**src/sss_consts.svh**
```systemverilog
// constants for the subtract / swap / skip execution block
// assumes an APB slave with 32-bit data and word-aligned registers
`ifndef SSS_CONSTS_SVH
`define SSS_CONSTS_SVH

// register byte offsets
`define SSS_OFF_INSTR 12'h000
`define SSS_OFF_ACC 12'h004
`define SSS_OFF_FLAGS 12'h008
`define SSS_OFF_PC 12'h00c
`define SSS_OFF_MEM_LO 12'h040
`define SSS_OFF_MEM_HI 12'h07c

// instruction word fields
`define SSS_INSTR_OP_LSB 0
`define SSS_INSTR_ADDR_LSB 8
`define SSS_INSTR_IMM_LSB 16
`define SSS_INSTR_BIT_LSB 24

// flag register bit positions
`define SSS_FLAG_C 0
`define SSS_FLAG_AUX_CARRY 1
`define SSS_FLAG_Z 2
`define SSS_FLAG_OVERFLOW 3
`define SSS_FLAG_SIGNED_CARRY 4
`define SSS_FLAG_ZERO_CARRY 5

// pc register: skip-pending bit
`define SSS_PC_SKIP_BIT 16

// reset values
`define SSS_ACC_RST 8'h00
`define SSS_FLAGS_RST 6'h00
`define SSS_PC_RST 16'h0000

// data memory size in bytes
`define SSS_MEM_DEPTH 16

`endif

```
**src/sss_pkg.sv**
```systemverilog
// types for the subtract / swap / skip execution block
// assumes sss_consts.svh holds all offsets and field positions
package sss_pkg;

	typedef enum logic [3:0] {
		SSS_OP_NOP = 4'h0,
		SSS_OP_SUB_TO_MEMORY = 4'h1,
		SSS_OP_SUB_IMM = 4'h2,
		SSS_OP_NIBBLE_EXCHANGE = 4'h3,
		SSS_OP_NIBBLE_EXCHANGE_TO_ACC = 4'h4,
		SSS_OP_SKIP_WHEN_ZERO = 4'h5,
		SSS_OP_SKIP_WHEN_ZERO_MOVE = 4'h6,
		SSS_OP_SKIP_BIT_ZERO = 4'h7
	} sss_op_t;

	typedef enum logic [1:0] {
		SSS_ST_IDLE = 2'b00,
		SSS_ST_EXEC = 2'b01,
		SSS_ST_DUMMY = 2'b10,
		SSS_ST_DONE = 2'b11
	} sss_state_t;

endpackage : sss_pkg

```
**src/sss_sub_unit.sv**
```systemverilog
// 8-bit subtractor with status flag generation
// purely combinational; the caller registers the results
`timescale 1ns/1ps
`default_nettype none

module sss_sub_unit (
	input wire logic [7:0] minuend,
	input wire logic [7:0] subtrahend,
	output logic [7:0] diff,
	output logic carry,
	output logic aux_carry,
	output logic zero,
	output logic overflow,
	output logic signed_carry,
	output logic zero_carry
);
	logic [8:0] wide_diff;
	logic [4:0] low_diff;

	assign wide_diff = {1'b0, minuend} - {1'b0, subtrahend};
	assign low_diff = {1'b0, minuend[3:0]} - {1'b0, subtrahend[3:0]};
	assign diff = wide_diff[7:0];
	// carry means no borrow: a negative difference clears it
	assign carry = ~wide_diff[8];
	assign aux_carry = ~low_diff[4];
	assign zero = (wide_diff[7:0] == 8'h00);
	assign overflow = (minuend[7] ^ subtrahend[7]) & (minuend[7] ^ wide_diff[7]);
	// signed no-borrow: true sign of the signed difference, inverted
	assign signed_carry = ~(overflow ^ wide_diff[7]);
	assign zero_carry = zero;

endmodule : sss_sub_unit

`default_nettype wire

```
**src/sss_exec.sv**
```systemverilog
// execution block: subtract, nibble swap and skip-on-zero instructions
// instructions arrive as APB writes; data memory and accumulator live here
`timescale 1ns/1ps
`default_nettype none
`include "sss_consts.svh"

// How it works
// - sub_to_memory writes accumulator minus memory byte to memory, accumulator kept.
// - after subtraction carry is 0 for a negative difference, else 1.
// - both subtractions update overflow, zero, aux carry, carry, signed and zero carry.
// - subtract immediate puts accumulator minus immediate into the accumulator.
// - in-place swap exchanges memory nibbles, writes back, flags untouched.
// - swap to accumulator loads swapped memory byte into accumulator only.
// - skip_when_zero skips the next instruction when the memory byte is zero.
// - every skip-type instruction that is not itself discarded takes two instruction cycles; a discarded one takes one.
// - skip_when_zero_move copies the byte to accumulator, skips if zero, no flags.
// - bit-test skip skips the next instruction when the chosen bit is zero.
module sss_exec import sss_pkg::*; (
	input wire logic pclk,
	input wire logic presetn,
	input wire logic psel,
	input wire logic penable,
	input wire logic pwrite,
	input wire logic [11:0] paddr,
	input wire logic [31:0] pwdata,
	output logic [31:0] prdata,
	output logic pready,
	output logic pslverr
);
	sss_state_t state;
	sss_state_t next_state;
	logic [31:0] instr;
	logic [7:0] accumulator_reg;
	logic [5:0] flags;
	logic [15:0] pc;
	logic skip_pend;
	logic [7:0] mem [0:`SSS_MEM_DEPTH-1];

	// address decode
	wire sel_instr = (paddr == `SSS_OFF_INSTR);
	wire sel_acc = (paddr == `SSS_OFF_ACC);
	wire sel_flags = (paddr == `SSS_OFF_FLAGS);
	wire sel_pc = (paddr == `SSS_OFF_PC);
	wire sel_mem = (paddr >= `SSS_OFF_MEM_LO) && (paddr <= `SSS_OFF_MEM_HI) && (paddr[1:0] == 2'b00);
	wire [3:0] bus_mem_idx = paddr[5:2];
	wire mapped = sel_instr | sel_acc | sel_flags | sel_pc | sel_mem;
	wire access = psel & penable;
	wire instr_req = access & pwrite & sel_instr;
	// instruction writes stall the bus until execution has finished
	assign pready = instr_req ? (state == SSS_ST_DONE) : 1'b1;
	assign pslverr = access & ~mapped;
	wire bus_wr = access & pwrite & pready & mapped & ~sel_instr & ~sel_pc;

	// instruction fields
	wire [3:0] op = instr[`SSS_INSTR_OP_LSB +: 4];
	wire [3:0] m_idx = instr[`SSS_INSTR_ADDR_LSB +: 4];
	wire [7:0] imm = instr[`SSS_INSTR_IMM_LSB +: 8];
	wire [2:0] bit_idx = instr[`SSS_INSTR_BIT_LSB +: 3];
	wire [7:0] m_val = mem[m_idx];
	wire [7:0] m_swapped = {m_val[3:0], m_val[7:4]};

	wire is_sub_mem = (op == SSS_OP_SUB_TO_MEMORY);
	wire is_subi = (op == SSS_OP_SUB_IMM);
	wire is_swap = (op == SSS_OP_NIBBLE_EXCHANGE);
	wire is_swap_acc = (op == SSS_OP_NIBBLE_EXCHANGE_TO_ACC);
	wire is_skip_zero = (op == SSS_OP_SKIP_WHEN_ZERO);
	wire is_skip_move = (op == SSS_OP_SKIP_WHEN_ZERO_MOVE);
	wire is_skip_bit = (op == SSS_OP_SKIP_BIT_ZERO);
	wire is_skip_type = is_skip_zero | is_skip_move | is_skip_bit;
	wire is_sub = is_sub_mem | is_subi;

	// a discarded instruction still walks the cycle but has no effect
	wire live = (state == SSS_ST_EXEC) & ~skip_pend;
	wire skip_cond = (is_skip_zero & (m_val == 8'h00))
		| (is_skip_move & (m_val == 8'h00))
		| (is_skip_bit & ~m_val[bit_idx]);

	wire [7:0] sub_operand = is_subi ? imm : m_val;
	wire [7:0] sub_diff;
	wire [5:0] sub_flags;

	sss_sub_unit sss_sub_unit_inst (
		.minuend(accumulator_reg),
		.subtrahend(sub_operand),
		.diff(sub_diff),
		.carry(sub_flags[`SSS_FLAG_C]),
		.aux_carry(sub_flags[`SSS_FLAG_AUX_CARRY]),
		.zero(sub_flags[`SSS_FLAG_Z]),
		.overflow(sub_flags[`SSS_FLAG_OVERFLOW]),
		.signed_carry(sub_flags[`SSS_FLAG_SIGNED_CARRY]),
		.zero_carry(sub_flags[`SSS_FLAG_ZERO_CARRY])
	);

	// next values of the architectural state
	wire mem_exec_wr = live & (is_sub_mem | is_swap);
	wire [7:0] mem_exec_data = is_sub_mem ? sub_diff : m_swapped;
	wire acc_exec_wr = live & (is_subi | is_swap_acc | is_skip_move);
	wire [7:0] acc_exec_data = is_subi ? sub_diff
		: is_swap_acc ? m_swapped
		: m_val;

	// state machine: skip-type instructions that are not discarded insert a dummy cycle
	always_comb begin
		next_state = state;
		case (state)
			SSS_ST_IDLE: begin
				if (instr_req) begin
					next_state = SSS_ST_EXEC;
				end
			end
			SSS_ST_EXEC: begin
				if (live & is_skip_type) begin
					next_state = SSS_ST_DUMMY;
				end else begin
					next_state = SSS_ST_DONE;
				end
			end
			SSS_ST_DUMMY: begin
				next_state = SSS_ST_DONE;
			end
			SSS_ST_DONE: begin
				next_state = SSS_ST_IDLE;
			end
			default: begin
				next_state = SSS_ST_IDLE;
			end
		endcase
	end

	always_ff @(posedge pclk or negedge presetn) begin
		if (!presetn) begin
			state <= SSS_ST_IDLE;
		end else begin
			state <= next_state;
		end
	end

	always_ff @(posedge pclk or negedge presetn) begin
		if (!presetn) begin
			instr <= 32'h0000_0000;
		end else if (instr_req && state == SSS_ST_IDLE) begin
			instr <= pwdata;
		end
	end

	// program counter counts every issued instruction, discarded ones too
	always_ff @(posedge pclk or negedge presetn) begin
		if (!presetn) begin
			pc <= `SSS_PC_RST;
			skip_pend <= 1'b0;
		end else if (state == SSS_ST_EXEC) begin
			pc <= pc + 16'h0001;
			skip_pend <= live & skip_cond;
		end
	end

	always_ff @(posedge pclk or negedge presetn) begin
		if (!presetn) begin
			accumulator_reg <= `SSS_ACC_RST;
		end else if (acc_exec_wr) begin
			accumulator_reg <= acc_exec_data;
		end else if (bus_wr && sel_acc) begin
			accumulator_reg <= pwdata[7:0];
		end
	end

	// only subtraction touches flags; swaps and skips leave them alone
	always_ff @(posedge pclk or negedge presetn) begin
		if (!presetn) begin
			flags <= `SSS_FLAGS_RST;
		end else if (live && is_sub) begin
			flags <= sub_flags;
		end else if (bus_wr && sel_flags) begin
			flags <= pwdata[5:0];
		end
	end

	// data memory has no reset; software loads it before use
	always_ff @(posedge pclk) begin
		if (mem_exec_wr) begin
			mem[m_idx] <= mem_exec_data;
		end else if (bus_wr && sel_mem) begin
			mem[bus_mem_idx] <= pwdata[7:0];
		end
	end

	// read data is registered on the setup cycle and held through access
	wire [31:0] rd_mux = sel_instr ? instr
		: sel_acc ? {24'h00_0000, accumulator_reg}
		: sel_flags ? {26'h000_0000, flags}
		: sel_pc ? {15'h0000, skip_pend, pc}
		: sel_mem ? {24'h00_0000, mem[bus_mem_idx]}
		: 32'h0000_0000;

	always_ff @(posedge pclk or negedge presetn) begin
		if (!presetn) begin
			prdata <= 32'h0000_0000;
		end else if (psel && !penable && !pwrite) begin
			prdata <= rd_mux;
		end
	end

	wire exec_sub_mem = live & is_sub_mem;
	wire exec_sub = live & is_sub;
	wire exec_skip = live & is_skip_type;

	// reference values for the flag checks, worked out apart from the subtractor
	wire [7:0] ref_diff = accumulator_reg - sub_operand;
	wire ref_signed_ge = $signed(accumulator_reg) >= $signed(sub_operand);
	wire ref_nibble_ge = accumulator_reg[3:0] >= sub_operand[3:0];
endmodule : sss_exec

`default_nettype wire

```
**config.mk**
```make
export PLATFORM = sky130hd
export DESIGN_NAME = sss_exec
export DESIGN_NICKNAME = d
export VERILOG_FILES = /design/src/sss_pkg.sv /design/src/sss_sub_unit.sv /design/src/sss_exec.sv
export VERILOG_INCLUDE_DIRS = /design/src
export SDC_FILE = /design/constraint.sdc
export NUM_CORES = 1
export LEC_CHECK = 0
export BUFFER_PORTS_ARGS = -buffer_cell sky130_fd_sc_hd__buf_2
export CELL_PAD_IN_SITES_DETAIL_PLACEMENT = 0
export CELL_PAD_IN_SITES_GLOBAL_PLACEMENT = 2
export CORE_UTILIZATION = 30
export CTS_CLUSTER_DIAMETER = 120
export DETAILED_ROUTE_END_ITERATION = 10
export MAX_ROUTING_LAYER = met4
export PLACE_DENSITY_LB_ADDON = 0.1
export SYNTH_ARGS = -nofsm -noshare
export SYNTH_HDL_FRONTEND = slang
export SYNTH_HIERARCHICAL = 1
export SYNTH_SLANG_ARGS = --single-unit
```
**constraint.sdc**
```tcl
create_clock -name pclk -period 14.4 [get_ports pclk]
set_clock_uncertainty 0.15 [all_clocks]
set_input_delay 1.44 -clock pclk [delete_from_list [all_inputs] [get_ports pclk]]
set_output_delay 1.44 -clock pclk [all_outputs]
set_load 0.02 [all_outputs]
```
* After elaboration in Yosys (flattened, before gate mapping)
Memory sizes are Yosys's and may differ from the RTL's.
Index checks and enable logic that the tools add are counted.
** Storage, ports and cells
- Register bits :: 97
- Bits in writable memories :: 128
- Output and inout port bits :: 34
- Memories :: 1
** Cells by class
- $add $sub $neg :: 3
- Magnitude comparators :: 3
- Equal/unequal tests :: 14
- Mux-type cells :: 27
- Bitwise gates (word level) :: 40
- Reduce and logical (&&, ||, !) cells :: 19
** Memories
- mem :: depth 16, width 8, rd ports 2, clocked after Yosys merged registers in 0, write ports 1, line sss_exec.sv:37 : logic [7:0] mem [0:`SSS_MEM_DEPTH-1];
** Operators by type and width (count)
- 8-bit two-way mux :: 8
- 17-bit two-way mux :: 3
- 32-bit two-way mux :: 1
- 12-bit by 4-bit equality test with 1-bit output, second input constant :: 2
- 1-bit bitwise AND :: 17
- 16-bit by 1-bit adder with 16-bit output, second input constant :: 1
- 4-bit by 3-bit equality test with 1-bit output, second input constant :: 4
- 8-bit zero test :: 2
- 12-bit by 3-bit equality test with 1-bit output, second input constant :: 1
- 12-bit by 7-bit greater-or-equal comparator with 1-bit output, second input constant :: 1
- 12-bit by 7-bit less-or-equal comparator with 1-bit output, second input constant :: 1
- 12-bit zero test :: 1
- 6-bit two-way mux :: 2
- 1-bit bitwise OR :: 12
- 1-bit logical AND :: 9
- 1-bit two-way mux :: 9
- 8-bit by 8-bit subtractor with 9-bit output :: 1
- 4-bit by 2-bit equality test with 1-bit output, second input constant :: 2
- 1-bit NOT :: 8
- 2-bit case mux with 4 select lines :: 1
- 8-bit OR reduction :: 1
- 4-bit by 4-bit subtractor with 5-bit output :: 1
- 2-bit equality test, second input constant :: 2
- 4-bit by 1-bit equality test with 1-bit output, second input constant :: 1
- 10 further kinds :: 15

* Longest topological paths before layout
- Depth in word-level cells :: 14
- Depth in mapped cells :: 21

* Cells and area by module
Netlist, hierarchy kept.
** Modules (own cells, without submodules)
- sss_exec :: times used 1, cells each 818, area each 11143.2 sq um
- sss_sub_unit :: times used 1, cells each 58, area each 425.4 sq um

* Worst setup path before layout
Ideal clock, no wire load.
- Path kind :: register to register
- From :: register instr[8]
- To :: register flags[5]
- Arrival :: 4478 ps
- Required time :: 14173 ps
- Slack :: 9694 ps
- Cell stages (with the launch flop) :: 22
- Buffers on the path :: 3
- Path through :: dfrtp_1 > buf_2 > buf_2 > mux4_2 > nand2_1 > nand2_1 > or2_2 > nor2_1 > nor2_1 > inv_1 > ha_1 > o21ai_1 > a21oi_1 > o31a_1 > o21ai_0 > nand2b_1 > fa_1 > or4_4 > nor4_2 > buf_4 > nor2_1 > a21oi_1
** Between the ends
- Cells in the longest elaborated chain, start to end :: 5
** Ends and longest elaborated chain
- start: declaration :: line sss_exec.sv:32 : logic [31:0] instr;
- start signal: assignment :: line sss_exec.sv:142 : instr <= pwdata;
- memory 16 x 8 bit
- 8-bit two-way mux :: line sss_exec.sv:78 : wire [7:0] sub_operand = is_subi ? imm : m_val;
- net sub_operand[2] :: line sss_exec.sv:78
- 8-bit by 8-bit subtractor with 9-bit output :: line sss_sub_unit.sv:20 : assign wide_diff = {1'b0, minuend} - {1'b0, subtrahend};
- net sub_diff[7] :: line sss_exec.sv:79 : wire [7:0] sub_diff;
- 8-bit zero test :: line sss_sub_unit.sv:26 : assign zero = (wide_diff[7:0] == 8'h00);
- net sub_flags[2] :: line sss_exec.sv:80 : wire [5:0] sub_flags;
- 6-bit two-way mux :: line sss_exec.sv:171 : end else if (live && is_sub) begin
- end signal: assignment :: line sss_exec.sv:170 : flags <= `SSS_FLAGS_RST;
- end signal: assignment :: line sss_exec.sv:172 : flags <= sub_flags;
- end signal: assignment :: line sss_exec.sv:174 : flags <= pwdata[5:0];
- end: declaration :: line sss_exec.sv:34 : logic [5:0] flags;
The timed path passes the listed nets, and every way through them passes these cells.
A chain may end at the register's enable or synchronous reset.

* Worst setup path in the final report
- From :: register instr[8]
- To :: memory mem[12][7], data pin
** Between the ends
- Cells in the longest elaborated chain, start to end :: 5
** Ends and longest elaborated chain
- memory 16 x 8 bit
- 8-bit two-way mux :: line sss_exec.sv:78
- net sub_operand[1] :: line sss_exec.sv:78
- 8-bit by 8-bit subtractor with 9-bit output :: line sss_sub_unit.sv:20
- net sub_diff[7] :: line sss_exec.sv:79
- 8-bit two-way mux :: line sss_exec.sv:96 : wire [7:0] mem_exec_data = is_sub_mem ? sub_diff : m_swapped;
- 8-bit two-way mux (no source line)
- end: declaration :: line sss_exec.sv:37
The timed path passes the listed nets, and every way through them passes these cells.

==> results.toml <==
[final_layout]
reg.largest.list = "mem: 128 flops, instr: 32 flops, prdata: 32 flops"
num_antenna_cells = 0
layout-area-overhead-vs-synth_pct = 16.5
drive_gt1_frac = 0.290
regMostFlops = "mem"
multi_input_comb_area_sq_um = 4990
finalNetCount = 1021
largest_register_ff_count = 128
fill_cells = 3769
final_instance_area_sq_um = 13500
ff_latch_area_sq_um = 6270

[critical_path]
cpPeakStageDelay_ns = 0.84
crit_path_frequent_cell = "sky130_fd_sc_hd__o21ai_0"
cp_data_arrival_time_ns = 6.02
worstPathBufferInverterCount = 2
critPathCaptureType = "register"
cp_cell_sequence = "buf_4 > mux2_2 > o22ai_1 > o21ai_0 > nand2_1 > o21ai_0 > inv_1 > ha_1 > nand2b_1 > a21oi_1 > o31a_1 > o21ai_0 > nand2b_1 > fa_1 > mux2i_1 > a21oi_1"
worst_setup_path_start_kind = "register"
number_of_cell_instances_on_the_worst_register_to_register_path = 16
worst_path_dominant_cell_family = "compound AO/OA/AOI/OAI gates"
worst-path-max-fanout = 30
crit_path_top_delay_cell = "sky130_fd_sc_hd__a21oi_1"
timing.critical_path.required_ns = 14.49
path_class = "register to register"
cp.depth = 16

[logic_synthesis]
synth_warnings = 6
synth.net_count = 940
synth_area_leader_cell = "sky130_fd_sc_hd__edfxtp_1"
proportion_of_synthesized_chip_area_in_sequential_cells = 0.542
async_flop_share = 0.431
synth.area.top_cells = "sky130_fd_sc_hd__edfxtp_1, sky130_fd_sc_hd__dfrtp_1, sky130_fd_sc_hd__mux4_2"
most_frequently_used_cell_type_in_the_post_synthesis_netlist = "sky130_fd_sc_hd__edfxtp_1"
post_synthesis_cell_count = 876
avgSynthCellArea_sq_um = 13.2
synth.top_cell.area_share = 0.332
synth-edff-count = 128
synth.distinct_cells = 70
post_synth_instance_area_sq_um = 11600
synth_commonest_cells = "sky130_fd_sc_hd__edfxtp_1, sky130_fd_sc_hd__dfrtp_1, sky130_fd_sc_hd__nor2_1, sky130_fd_sc_hd__nand2_1, sky130_fd_sc_hd__mux4_2"
yosys_most_used_dff = "sky130_fd_sc_hd__edfxtp_1"
ys_ff_latch = 225

[power_and_ir_drop]
leakage_nw = 5.16
vdd_drop_max_v = 0.0000750
power_per_cell_area_nw_per_um2 = 114

[placement]
placement.cell_area_sq_um = 12600
globalplace.congestion = 0.792
dp_hpwl_microns = 26100
io_buffers = 82

[sta]
finalCritPeriodShare = 0.412
rsz0062_at_grt = "no"
slew_violations = 0
fmaxAchievable_mhz = 169
hold_ws_ns = 0.323
worst_pin_slew_ns = 1.15
fin_tns_setup_ns = 0
layout_min_cycle_time_ns = 5.93
setup_viol = 0
hold_violations = 0
maxSlewHeadroom = 0.230

[route]
initialDrtViolationCount = 553
drcViolationCount = 0
drt-vias-per-instance = 5.20
detailedRoute.firstPassIterationCount = 5
detail_route.wl_per_cell_microns = 24.9
dr_total_vias = 7736
post_detailed_route_count_of_antenna_violating_nets = 0
routed_wirelength_microns = 37000

[global_routing]
grt_first_pass_wirelength_microns = 53900
global_route.usage.total = 0.196
largest_net_degree_at_the_start_of_global_routing = 51
vias_in_the_first_global_route = 7745
grt_antenna_before_repair = 0
grt_overflow = 0

[cts]
cts-buffers-inserted = 27
cts_sinks = 225
clock_latency_late_sink_ns = 0.59
tritoncts = "yes"
cts-hold-fix-buffers = 0
cts-root-to-sink-buffers = 3
cts_setup_buffers = 0
clock-root-buffer = "sky130_fd_sc_hd__clkbuf_16"
cts_resized = 0
cts_htree_levels = 1
clkTransAtPathRegs_ns = 0.06

[die]
floorplan.core_area_sq_um = 37800
die_width_microns = 198
effective_utilization_at_floorplan = 0.306
die_y_microns = 198
die-area_sq_um = 39400
placement_rows = 71
pin_count = 83

[hold_path]
hold_path_class = "register to register"
whs_path_depth = 1

[run]
drv_cap = 0

[outcome]
outcome = "finished clean"
## kinds of logic after synthesis
| group | share of synthesized area |
|---|---|
| DFF | 0.542 |
| buffers and inverters | 0.0278 |
| xor gates and xnor gates | 0.0144 |
| adders and majority gates | 0.0175 |
| and+or+nand+nor | 0.104 |
| AOI/OAI and AO/OA | 0.0909 |
| muxes | 0.204 |
## layout by cell type (no fill, tap or decap), drive strengths merged, types with 5 or more instances in the layout
cell type | Yosys | routed
edfxtp | 128 | 128
buf | 18 | 104
dfrtp | 97 | 97
nor2 | 91 | 91
nand2 | 75 | 75
mux4 | 63 | 63
mux2 | 51 | 51
o21ai | 48 | 48
clkbuf | 34 | 39
mux2i | 25 | 25
inv | 23 | 25
a21oi | 21 | 21
a221oi | 19 | 19
xnor2 | 16 | 16
nand3 | 14 | 14
ha | 13 | 13
o22ai | 12 | 12
nor2b | 9 | 9
nand2b | 9 | 9
nor3 | 9 | 9
and3 | 7 | 7
a21o | 7 | 7
nand4 | 6 | 6
a22o | 6 | 6
and2 | 6 | 6
o21a | 5 | 5
nor4 | 5 | 5
## worst paths after layout
kind,start,endpoint,slack [ns]
max in group asynchronous,presetn,prdata[9]$_DFFE_PN0P_,12.15
max reg2reg,instr[8]$_DFFE_PN0P_,mem[12][7]$_DFFE_PP_,8.47
min,prdata[5]$_DFFE_PN0P_,prdata[5]$_DFFE_PN0P_,0.32
max,instr[8]$_DFFE_PN0P_,mem[12][7]$_DFFE_PP_,8.47
min reg2reg,prdata[5]$_DFFE_PN0P_,prdata[5]$_DFFE_PN0P_,0.32
min in group asynchronous,presetn,instr[7]$_DFFE_PN0P_,0.77
## routing by layer
| layer | GRT usage | vias up | routed length (microns) | part of all wire |
|---|---|---|---|---|
| li1 | - | 3507 | - | - |
| met1 | 0.274 | 3964 | 17500 | 0.47 |
| met2 | 0.296 | 206 | 16800 | 0.45 |
| met3 | 0.0314 | 59 | 1760 | 0.048 |
| met4 | 0.0517 | 0 | 926 | 0.025 |
| met5 | - | - | 0 | 0 |
## final cells by class
class,count,share of cell area
clock inverter,10,0.00891
tap,511,0.0475
timing repair buffer,104,0.0429
clock buffer,39,0.0587
sequential,225,0.466
multi-input combinational,576,0.370
inverter,23,0.00641
## metrics by stage
step	utilization	std cells	setup WS [ns]	total power [mW]
after global routing	0.356	1488	7.90	1.59
after CTS	0.356	1488	8.39	1.56
after floorplan	-	876	9.69	0.796
after global placement	0.332	1439	8.44	0.847
final	0.356	1488	8.47	1.53
after detailed placement	0.332	1439	8.41	0.847
## report_power, final
group / switching, mW / internal [mW]
registers: 0.0182 / 0.694
logic: 0.0727 / 0.0493
clock network: 0.283 / 0.417
total: 0.374 / 1.16
Note: power is estimated with default switching activity, not from simulation.
